**config.mk**
```make
export PLATFORM = sky130hd
export DESIGN_NAME = scc_top
export DESIGN_NICKNAME = d
export VERILOG_FILES = /design/src/common/scc_pkg.sv /design/src/common/scc_match_if.sv /design/src/hdl/scc_port_match.sv /design/src/hdl/scc_top.sv
export SDC_FILE = /design/constraint.sdc
export NUM_CORES = 1
export LEC_CHECK = 0
export BUFFER_PORTS_ARGS = -buffer_cell sky130_fd_sc_hd__clkbuf_2
export CAP_MARGIN = 20
export CORE_ASPECT_RATIO = 0.9
export CORE_UTILIZATION = 45
export DETAILED_ROUTE_END_ITERATION = 12
export PLACE_DENSITY = 0.64
export REMOVE_ABC_BUFFERS = 1
export SETUP_SLACK_MARGIN = 0.2
export SYNTH_ARGS = -nofsm -noshare
export SYNTH_HDL_FRONTEND = slang
export SYNTH_SLANG_ARGS = --single-unit
export TNS_END_PERCENT = 30
```
**constraint.sdc**
```tcl
create_clock -name clk -period 5.5 [get_ports clk]
set_clock_uncertainty 0.2 [all_clocks]
set_input_delay 1.375 -clock clk [delete_from_list [all_inputs] [get_ports clk]]
set_output_delay 1.375 -clock clk [all_outputs]
set_load 0.05 [all_outputs]
```
**src/common/scc_pkg.sv**
```systemverilog
// Constants for the system clock select, suspend and wake block
package scc_pkg;
   // Register offsets
   localparam logic [7:0] OFF_CAN_CFG = 8'h92;
   localparam logic [7:0] OFF_SYSCLK_SEL = 8'h8f;
   localparam logic [7:0] OFF_INT_CTL = 8'h90;
   localparam logic [7:0] OFF_COARSE = 8'h91;
   localparam logic [7:0] OFF_FINE = 8'h93;
   localparam logic [7:0] OFF_EXT_CTL = 8'h94;
   localparam logic [7:0] OFF_MULT_CTL = 8'h95;
   localparam logic [3:0][7:0] OFF_PMAT = {8'hf7, 8'hf5, 8'hf3, 8'hf1};
   localparam logic [3:0][7:0] OFF_PMSK = {8'hf8, 8'hf6, 8'hf4, 8'hf2};
   // Field positions
   localparam int INT_EN_BIT = 7;
   localparam int SUSPEND_BIT = 5;
   localparam int EXT_VALID_BIT = 7;
   localparam int EXT_EN_BIT = 6;
   localparam int EXT_XTAL_BIT = 4;
   localparam int MULT_EN_BIT = 7;
   localparam int MULT_RDY_BIT = 6;
   localparam int MULT_X4_BIT = 4;
   // Selector codes and reset values
   localparam logic [1:0] SEL_INT = 2'h0;
   localparam logic [1:0] SEL_EXT = 2'h1;
   localparam logic [1:0] SEL_MUL = 2'h2;
   localparam logic [2:0] IDIV_RST = 3'h7;
   localparam logic [7:0] COARSE_RST = 8'h40;
   localparam logic [7:0] FINE_RST = 8'h20;
   localparam logic [7:0] PMAT_RST = 8'hff;
   localparam logic [7:0] PMSK_RST = 8'h00;
   localparam logic [1:0] CAN_DIV_RST = 2'h0;
   // Crystal settle count in external clock edges
   localparam int XTAL_VALID_EDGES = 1024;
   localparam logic [2:0] MSCALE_MAX = 3'h5;
   typedef enum logic [2:0] {
      SRC_INT = 3'b001,
      SRC_EXT = 3'b010,
      SRC_MUL = 3'b100
   } scc_src_t;
endpackage : scc_pkg

```
**src/common/scc_match_if.sv**
```systemverilog
// Port pins, compare settings and mismatch results between modules
`timescale 1ns/1ps
interface scc_match_if;
   logic [7:0] pins [4];
   logic [7:0] mask [4];
   logic [7:0] expect_v [4];
   logic [3:0] mismatch;
   modport src (output pins, output mask, output expect_v,
      input mismatch);
   modport det (input pins, input mask, input expect_v,
      output mismatch);
endinterface : scc_match_if

```
**src/hdl/scc_port_match.sv**
```systemverilog
// Per-port pattern mismatch detector for ports 0 to 3
`timescale 1ns/1ps
module scc_port_match (
   scc_match_if.det mi
);
   import scc_pkg::*;
   genvar g;
   generate
      for (g = 0; g < 4; g++) begin : g_port
         // Masked-off pins never contribute
         assign mi.mismatch[g] =
            |((mi.pins[g] ^ mi.expect_v[g]) & mi.mask[g]);
      end
   endgenerate
endmodule : scc_port_match

```
**src/hdl/scc_top.sv**
```systemverilog
// System clock source select, suspend, port wake and CAN clock divide
`timescale 1ns/1ps
module scc_top (
   input wire logic clk,
   input wire logic rst,
   input wire logic [7:0] sfr_addr,
   input wire logic sfr_wr,
   input wire logic sfr_rd,
   input wire logic [7:0] sfr_wdata,
   output logic [7:0] sfr_rdata,
   input wire logic [31:0] port_pins,
   input wire logic cmp0_enable,
   input wire logic cmp0_out,
   input wire logic ext_osc_clk,
   input wire logic mult_base_tick,
   input wire logic mult_lock,
   output logic sysclk_tick,
   output logic can_clk_tick,
   output logic ext_periph_tick,
   output logic core_halt,
   output logic port_match_evt,
   output logic wake_evt,
   output logic int_osc_run,
   output logic [7:0] osc_coarse_trim,
   output logic [7:0] osc_fine_trim,
   output logic ext_osc_enable,
   output logic ext_xtal_mode,
   output logic mult_enable,
   output logic mult_x4_sel
);
   import scc_pkg::*;

   scc_match_if mi ();

   logic [1:0] src_sel_r;
   logic int_en_r;
   logic suspend_r;
   logic [2:0] idiv_r;
   logic [7:0] coarse_r;
   logic [7:0] fine_r;
   logic ext_en_r;
   logic xtal_mode_r;
   logic xtal_valid_r;
   logic [10:0] xtal_cnt_r;
   logic mult_en_r;
   logic mult_x4_r;
   logic [2:0] mscale_r;
   logic [2:0] macc_r;
   logic [2:0] macc_nxt;
   logic [1:0] can_div_r;
   logic [2:0] can_cnt_r;
   logic [6:0] idiv_cnt_r;
   logic [7:0] pmat_r [4];
   logic [7:0] pmsk_r [4];
   logic [7:0] pin_s1_r [4];
   logic [7:0] pin_s2_r [4];
   logic cmp_s1_r;
   logic cmp_s2_r;
   logic eclk_s1_r;
   logic eclk_s2_r;
   logic eclk_s3_r;
   logic lock_s1_r;
   logic lock_s2_r;
   logic match_evt_r;
   logic wake_r;
   logic [7:0] rdata_r;
   scc_src_t active_r;
   scc_src_t req_src;

   // Address decode
   wire wr_sel = sfr_wr && (sfr_addr == OFF_SYSCLK_SEL);
   wire wr_int = sfr_wr && (sfr_addr == OFF_INT_CTL);
   wire wr_crs = sfr_wr && (sfr_addr == OFF_COARSE);
   wire wr_fin = sfr_wr && (sfr_addr == OFF_FINE);
   wire wr_ext = sfr_wr && (sfr_addr == OFF_EXT_CTL);
   wire wr_mul = sfr_wr && (sfr_addr == OFF_MULT_CTL);
   wire wr_can = sfr_wr && (sfr_addr == OFF_CAN_CFG);

   // Pins sampled through two flops before any use
   genvar g;
   generate
      for (g = 0; g < 4; g++) begin : g_port
         always_ff @(posedge clk) begin
            pin_s1_r[g] <= port_pins[8*g +: 8];
            pin_s2_r[g] <= pin_s1_r[g];
         end
         always_ff @(posedge clk) begin
            if (rst) begin
               pmat_r[g] <= PMAT_RST;
               pmsk_r[g] <= PMSK_RST;
            end else begin
               if (sfr_wr && sfr_addr == OFF_PMAT[g])
                  pmat_r[g] <= sfr_wdata;
               if (sfr_wr && sfr_addr == OFF_PMSK[g])
                  pmsk_r[g] <= sfr_wdata;
            end
         end
         // Raw pins, not crossbar outputs
         assign mi.pins[g] = pin_s2_r[g];
         assign mi.mask[g] = pmsk_r[g];
         assign mi.expect_v[g] = pmat_r[g];
      end
   endgenerate

   scc_port_match u_match (
      .mi(mi.det)
   );

   always_ff @(posedge clk) begin
      cmp_s1_r <= cmp0_out;
      cmp_s2_r <= cmp_s1_r;
      eclk_s1_r <= ext_osc_clk;
      eclk_s2_r <= eclk_s1_r;
      eclk_s3_r <= eclk_s2_r;
      lock_s1_r <= mult_lock;
      lock_s2_r <= lock_s1_r;
   end

   // Wake sources
   wire any_mismatch = |mi.mismatch;
   wire cmp_wake = cmp0_enable && !cmp_s2_r;
   wire wake_src = any_mismatch || cmp_wake;

   // Oscillator state and ready terms
   assign int_osc_run = int_en_r && !suspend_r;
   wire ext_edge = eclk_s2_r && !eclk_s3_r;
   wire ext_rdy = ext_en_r && (!xtal_mode_r || xtal_valid_r);
   wire mul_rdy = mult_en_r && lock_s2_r && int_osc_run;

   // Internal divider: tick when the low idiv bits are all ones
   wire [6:0] idiv_mask = 7'((8'h01 << idiv_r) - 8'h01);
   wire int_tick = int_osc_run &&
      ((idiv_cnt_r & idiv_mask) == idiv_mask);

   // Multiplier scaling by 2/n, n = code + 2, for codes 1 to 5; codes 0, 6 and 7 scale by one
   wire mul_in = mult_base_tick && mult_en_r && int_osc_run;
   wire [2:0] mul_n = mscale_r + 3'h2;
   // Spare bit: residue 6 plus 2 must not wrap to zero
   wire [3:0] macc_sum = {1'b0, macc_r} + 4'h2;
   wire [3:0] mul_n4 = {1'b0, mul_n};
   wire mscale_one = (mscale_r == 3'h0) || (mscale_r > MSCALE_MAX);
   wire mul_wrap = macc_sum >= mul_n4;
   wire mul_tick = mul_in && (mscale_one || mul_wrap);
   wire [3:0] macc_rem = macc_sum - mul_n4;
   assign macc_nxt = mul_wrap ? macc_rem[2:0] : macc_sum[2:0];

   // Requested source and its readiness
   always_comb begin
      unique case (src_sel_r)
         SEL_EXT: req_src = SRC_EXT;
         SEL_MUL: req_src = SRC_MUL;
         default: req_src = SRC_INT;
      endcase
   end

   logic req_rdy;
   logic cur_tick;
   logic cur_run;
   always_comb begin
      unique case (req_src)
         SRC_INT: req_rdy = int_osc_run;
         SRC_EXT: req_rdy = ext_rdy;
         SRC_MUL: req_rdy = mul_rdy;
         default: req_rdy = 1'b0;
      endcase
      unique case (active_r)
         SRC_INT: begin
            cur_tick = int_tick;
            cur_run = int_osc_run;
         end
         SRC_EXT: begin
            cur_tick = ext_edge;
            cur_run = ext_en_r;
         end
         SRC_MUL: begin
            cur_tick = mul_tick;
            cur_run = mul_rdy;
         end
         default: begin
            cur_tick = 1'b0;
            cur_run = 1'b0;
         end
      endcase
   end

   // Change on a finished period of the old source, or at once if the old source is not running
   wire do_switch = (req_src != active_r) && req_rdy &&
      (cur_tick || !cur_run);

   always_ff @(posedge clk) begin
      if (rst)
         active_r <= SRC_INT;
      else if (do_switch)
         active_r <= req_src;
   end

   assign sysclk_tick = cur_tick;
   assign ext_periph_tick = ext_edge;
   // Core held in place during suspend unless the external source is active, so it resumes at the next instruction
   assign core_halt = suspend_r && (active_r != SRC_EXT);

   // CAN clock divider over system clock ticks
   wire [2:0] can_mask = 3'((4'h1 << can_div_r) - 4'h1);
   assign can_clk_tick = sysclk_tick &&
      ((can_cnt_r & can_mask) == can_mask);

   always_ff @(posedge clk) begin
      if (rst) begin
         idiv_cnt_r <= 7'h00;
         can_cnt_r <= 3'h0;
         macc_r <= 3'h0;
      end else begin
         if (int_osc_run)
            idiv_cnt_r <= idiv_cnt_r + 7'h01;
         if (sysclk_tick)
            can_cnt_r <= can_cnt_r + 3'h1;
         if (mul_in && !mscale_one)
            macc_r <= macc_nxt;
      end
   end

   // Control registers
   always_ff @(posedge clk) begin
      if (rst) begin
         src_sel_r <= SEL_INT;
         int_en_r <= 1'b1;
         idiv_r <= IDIV_RST;
         coarse_r <= COARSE_RST;
         fine_r <= FINE_RST;
         ext_en_r <= 1'b0;
         xtal_mode_r <= 1'b0;
         mult_en_r <= 1'b0;
         mult_x4_r <= 1'b0;
         mscale_r <= 3'h0;
         can_div_r <= CAN_DIV_RST;
      end else begin
         if (wr_sel)
            src_sel_r <= sfr_wdata[1:0];
         if (wr_int) begin
            int_en_r <= sfr_wdata[INT_EN_BIT];
            idiv_r <= sfr_wdata[2:0];
         end
         if (wr_crs)
            coarse_r <= sfr_wdata;
         if (wr_fin)
            fine_r <= sfr_wdata;
         if (wr_ext) begin
            ext_en_r <= sfr_wdata[EXT_EN_BIT];
            xtal_mode_r <= sfr_wdata[EXT_XTAL_BIT];
         end
         if (wr_mul) begin
            mult_en_r <= sfr_wdata[MULT_EN_BIT];
            mult_x4_r <= sfr_wdata[MULT_X4_BIT];
            mscale_r <= sfr_wdata[2:0];
         end
         if (wr_can)
            can_div_r <= sfr_wdata[1:0];
      end
   end

   // Suspend: a wake in the same cycle as the write wins
   always_ff @(posedge clk) begin
      if (rst)
         suspend_r <= 1'b0;
      else if (wake_src)
         suspend_r <= 1'b0;
      else if (wr_int && sfr_wdata[SUSPEND_BIT])
         suspend_r <= 1'b1;
   end

   // Crystal settle counter on external edges
   always_ff @(posedge clk) begin
      if (rst || !ext_en_r) begin
         xtal_cnt_r <= 11'h000;
         xtal_valid_r <= 1'b0;
      end else if (ext_edge && !xtal_valid_r) begin
         xtal_cnt_r <= xtal_cnt_r + 11'h001;
         if (xtal_cnt_r == 11'(XTAL_VALID_EDGES - 1))
            xtal_valid_r <= 1'b1;
      end
   end

   // Mismatch drives both interrupt and wake outputs
   always_ff @(posedge clk) begin
      if (rst) begin
         match_evt_r <= 1'b0;
         wake_r <= 1'b0;
      end else begin
         match_evt_r <= any_mismatch;
         wake_r <= wake_src;
      end
   end
   assign port_match_evt = match_evt_r;
   assign wake_evt = wake_r;

   // Read side
   logic [7:0] port_rd [4];
   generate
      for (g = 0; g < 4; g++) begin : g_rd
         assign port_rd[g] = (sfr_addr == OFF_PMAT[g]) ? pmat_r[g] :
            (sfr_addr == OFF_PMSK[g]) ? pmsk_r[g] : 8'h00;
      end
   endgenerate
   wire [7:0] port_rd_all = port_rd[0] | port_rd[1] | port_rd[2] |
      port_rd[3];
   wire [7:0] sel_rd = {2'h0, active_r == SRC_MUL, active_r == SRC_EXT,
      2'h0, src_sel_r};
   wire [7:0] int_rd = {int_en_r, int_osc_run, suspend_r, 2'h0, idiv_r};
   wire [7:0] ext_rd = {xtal_valid_r, ext_en_r, 1'b0, xtal_mode_r, 4'h0};
   wire [7:0] mul_rd = {mult_en_r, mul_rdy, 1'b0, mult_x4_r, 1'b0,
      mscale_r};
   wire [7:0] rd_mux =
      (sfr_addr == OFF_SYSCLK_SEL) ? sel_rd :
      (sfr_addr == OFF_INT_CTL) ? int_rd :
      (sfr_addr == OFF_COARSE) ? coarse_r :
      (sfr_addr == OFF_FINE) ? fine_r :
      (sfr_addr == OFF_EXT_CTL) ? ext_rd :
      (sfr_addr == OFF_MULT_CTL) ? mul_rd :
      (sfr_addr == OFF_CAN_CFG) ? {6'h00, can_div_r} : port_rd_all;

   always_ff @(posedge clk) begin
      if (rst)
         rdata_r <= 8'h00;
      else if (sfr_rd)
         rdata_r <= rd_mux;
   end
   assign sfr_rdata = rdata_r;

   assign osc_coarse_trim = coarse_r;
   assign osc_fine_trim = fine_r;
   assign ext_osc_enable = ext_en_r;
   assign ext_xtal_mode = xtal_mode_r;
   assign mult_enable = mult_en_r;
   assign mult_x4_sel = mult_x4_r;
endmodule : scc_top

```
==> impl_metrics.py <==
metrics = {
    "place": {
        "postPlaceCellArea_mm2": 0.00936,
        "port-buffer-count": 91,
        "dp.final_hpwl_um": 16900,
        "place_ws_ps": 1380,
        "place.gp.congestion": 0.885,
    },
    "sta": {
        "fmax_ghz": 0.223,
        "worstMarginPinSlew_ps": 909,
        "fin_crit_sh_pct": 81.6,
        "fin_setup_tns_ps": 0,
        "hold_viol_final": 0,
        "rsz0062_at_grt": "false",
        "slew-limit-headroom_pct": 39.0,
        "slew_viol_final": 0,
        "period_needed_ps": 4490,
        "setup_viol": 0,
        "setup_slack_ps": 1010,
    },
    "power": {
        "switchingPower_mw": 0.774,
        "power_frac_seq_pct": 48.7,
        "ir_worst_vdd_mv": 0.272,
        "power_frac_comb_pct": 5.8,
        "p_clk_share_pct": 45.5,
        "power_density_mw_per_mm2": 335,
        "p_int_mw": 2.62,
        "p_leak_nw": 4.02,
        "p_sw_share_pct": 22.8,
    },
    "floorplanning": {
        "die_h_um": 134,
        "floorplan.die.width_um": 149,
        "ios": 92,
        "dieArea_mm2": 0.0199,
        "start_util_pct": 46.6,
        "rows": 47,
        "coreArea_mm2": 0.0187,
    },
    "clock_tree": {
        "worst_skew_pair.late_latency_ps": 510,
        "clockBufferDepth": 3,
        "cts_tree": "built",
        "clock-sinks": 205,
        "cts_max_level": 1,
        "cts.clk_slew.worst_paths_ps": 60,
        "postCtsSetupBuffers": 0,
        "ctsResizeCount": 0,
        "cts_made_buffers": 21,
        "postCtsHoldBufs": 0,
        "cts_root_buf": "clkbuf_16",
    },
    "synth": {
        "synth-seq-cells": 205,
        "synthArstFlopShare_pct": 0,
        "synth_cell_types": 68,
        "syn_avg_cell_area_um2": 10.6,
        "synth-main-ff-cell": "dfxtp_1",
        "yosysWarnings": 0,
        "synth-edff-count": 64,
        "syn-cell-area_mm2": 0.00871,
        "synth-seq-area-share_pct": 54.5,
        "netlist_instances": 823,
    },
    "drt": {
        "first_pass_iters": 5,
        "wl_per_cell_um": 20.6,
        "viasPerCell": 5.72,
        "drtAntennaViolNets": 0,
        "num_vias": 6670,
        "dr.first_iter.drc_count": 736,
        "drc": 0,
        "totalWireLength_um": 24000,
    },
    "final_layout": {
        "fin_util_pct": 54.1,
        "syn2layout_area_growth_pct": 16.1,
        "layout_common_cells": "141 x dfxtp_1, 91 x clkbuf_2, 69 x nor2_1",
        "final_common_cell": "dfxtp_1",
        "nets": 975,
        "fin_area_mm2": 0.0101,
        "fillers": 1664,
        "drive_gt1_share_pct": 19.3,
    },
    "global_routing": {
        "grt_overflow_total": 0,
        "grt_first_pass_wirelength_um": 37100,
        "antenna_found_initial": 0,
        "grt_start_max_net_pins": 51,
        "grt_pass1_vias": 6263,
        "grt_usage_pct": 24.6,
    },
    "worst_hold_path": {
        "hold_class": "flip-flop to flip-flop",
        "hold_start": "pin_s1_r[2][4]$_DFF_P_",
    },
    "worst_setup_path": {
        "worstSetupEndpointType": "output pin",
        "path_class": "flip-flop to output pin",
        "r2r_start": "mscale_r[1]$_SDFFE_PP0P_",
        "cp.required_ps": 3920,
        "crit_fanout": 7,
        "worstPathArrival_ps": 2910,
        "start_kind": "flip-flop",
        "critPathLaunch": "mscale_r[1]$_SDFFE_PP0P_",
    },
    "job": {
        "maxCapViolCount": 0,
    },
    "outcome": {
        "status": "finished clean",
    },
}
## kinds of logic after synthesis
logic type                 count (synthesis)  share of synthesized area [%]
adders and majority gates                 13                           2.04
muxes                                     42                           5.26
buffers and inverters                     57                           2.74
AOI/OAI and AO/OA                        154                           12.3
and+or+nand+nor                          304                           18.4
DFF                                      205                           54.5
xor gates and xnor gates                  48                           4.82
## final timing paths
kind         slack [ps]  depth (start not counted)                       end
max reg2reg        2600                          7  active_r[0]$_SDFFE_PP1P_
max                1010                          7              can_clk_tick
min reg2reg         130                          0    pin_s2_r[2][4]$_DFF_P_
min                 130                          0    pin_s2_r[2][4]$_DFF_P_
## cell usage after synthesis (all sizes together) (5+ instances only)
master	n	area share, %
dfxtp	141	32
a221oi	6	0.80
a31oi	7	0.50
nor2	69	3.0
nand3	28	1.7
a22oi	26	2.2
o31ai	5	0.43
or2	18	1.3
inv	16	0.69
ha	11	1.6
mux2	10	1.3
edfxtp	64	22
a21oi	34	2.0
or3	19	1.4
nor3	10	0.69
and2	34	2.4
clkbuf	26	1.1
nor3b	5	0.60
a22o	6	0.60
xor2	46	4.6
nand2b	8	0.57
mux2i	30	3.4
nand2	66	2.8
o21ai	28	1.6
and3	11	0.79
a211oi	5	0.49
nor2b	13	0.93
buf	15	0.93
nand4	11	0.96
## layer usage
metal	vias up	share of wire, %	track usage [%]
li1	3129	-	-
met1	3133	45	36.5
met2	349	43	36.6
met3	59	9.3	3.84
met4	0	2.8	7.27
met5	-	0	0
## worst max-delay path: stages (launching register included)
cell      delay, ps
dfxtp_1         360
ha_1            290
inv_1            40
fa_1            510
a31oi_1         220
a211o_1         390
a221oi_1        270
clkbuf_2        320
## state kept, by name, summed over array words and instances, names as in the netlist, 2 cells and up
| register | flops |
|---|---|
| macc_r | 3 |
| idiv_cnt_r | 7 |
| idiv_r | 3 |
| xtal_cnt_r | 11 |
| mscale_r | 3 |
| osc_coarse_trim | 8 |
| pmat_r | 32 |
| src_sel_r | 2 |
| can_cnt_r | 3 |
| sfr_rdata | 8 |
| can_div_r | 2 |
| pin_s2_r | 32 |
| active_r | 3 |
| osc_fine_trim | 8 |
| pmsk_r | 32 |
| pin_s1_r | 32 |
## power by group through the flow
stage | clock [mW] | sequential, mW | combinational [mW]
final | 1.54 | 1.65 | 0.198
after global routing | 1.62 | 1.66 | 0.212
after CTS | 1.56 | 1.65 | 0.195
after detailed placement | 0 | 1.68 | 0.194
after global placement | 0 | 1.68 | 0.194
after floorplan | 0 | 1.68 | 0.0862
## layout make-up
| class | instances | area, µm² | area share (%) |
|---|---|---|---|
| Clock inverter | 14 | 183 | 1.81 |
| Clock buffer | 24 | 568 | 5.61 |
| Antenna cell | 1 | 2.50 | 0.0247 |
| Tap cell | 245 | 307 | 3.03 |
| Sequential cell | 205 | 4740 | 46.9 |
| Multi-Input combinational cell | 561 | 3730 | 36.9 |
| Inverter | 16 | 60.1 | 0.594 |
| Timing Repair Buffer | 100 | 523 | 5.17 |
## per-stage QoR
step	total power, mW	cells	hold WS, ps
after floorplan	1.77	782	110
after global placement	1.88	1127	110
after detailed placement	1.88	1127	112
after CTS	3.41	1165	126
after global routing	3.49	1165	128
final	3.39	1166	125
No activity file was read; power rests on OpenSTA's default activity.
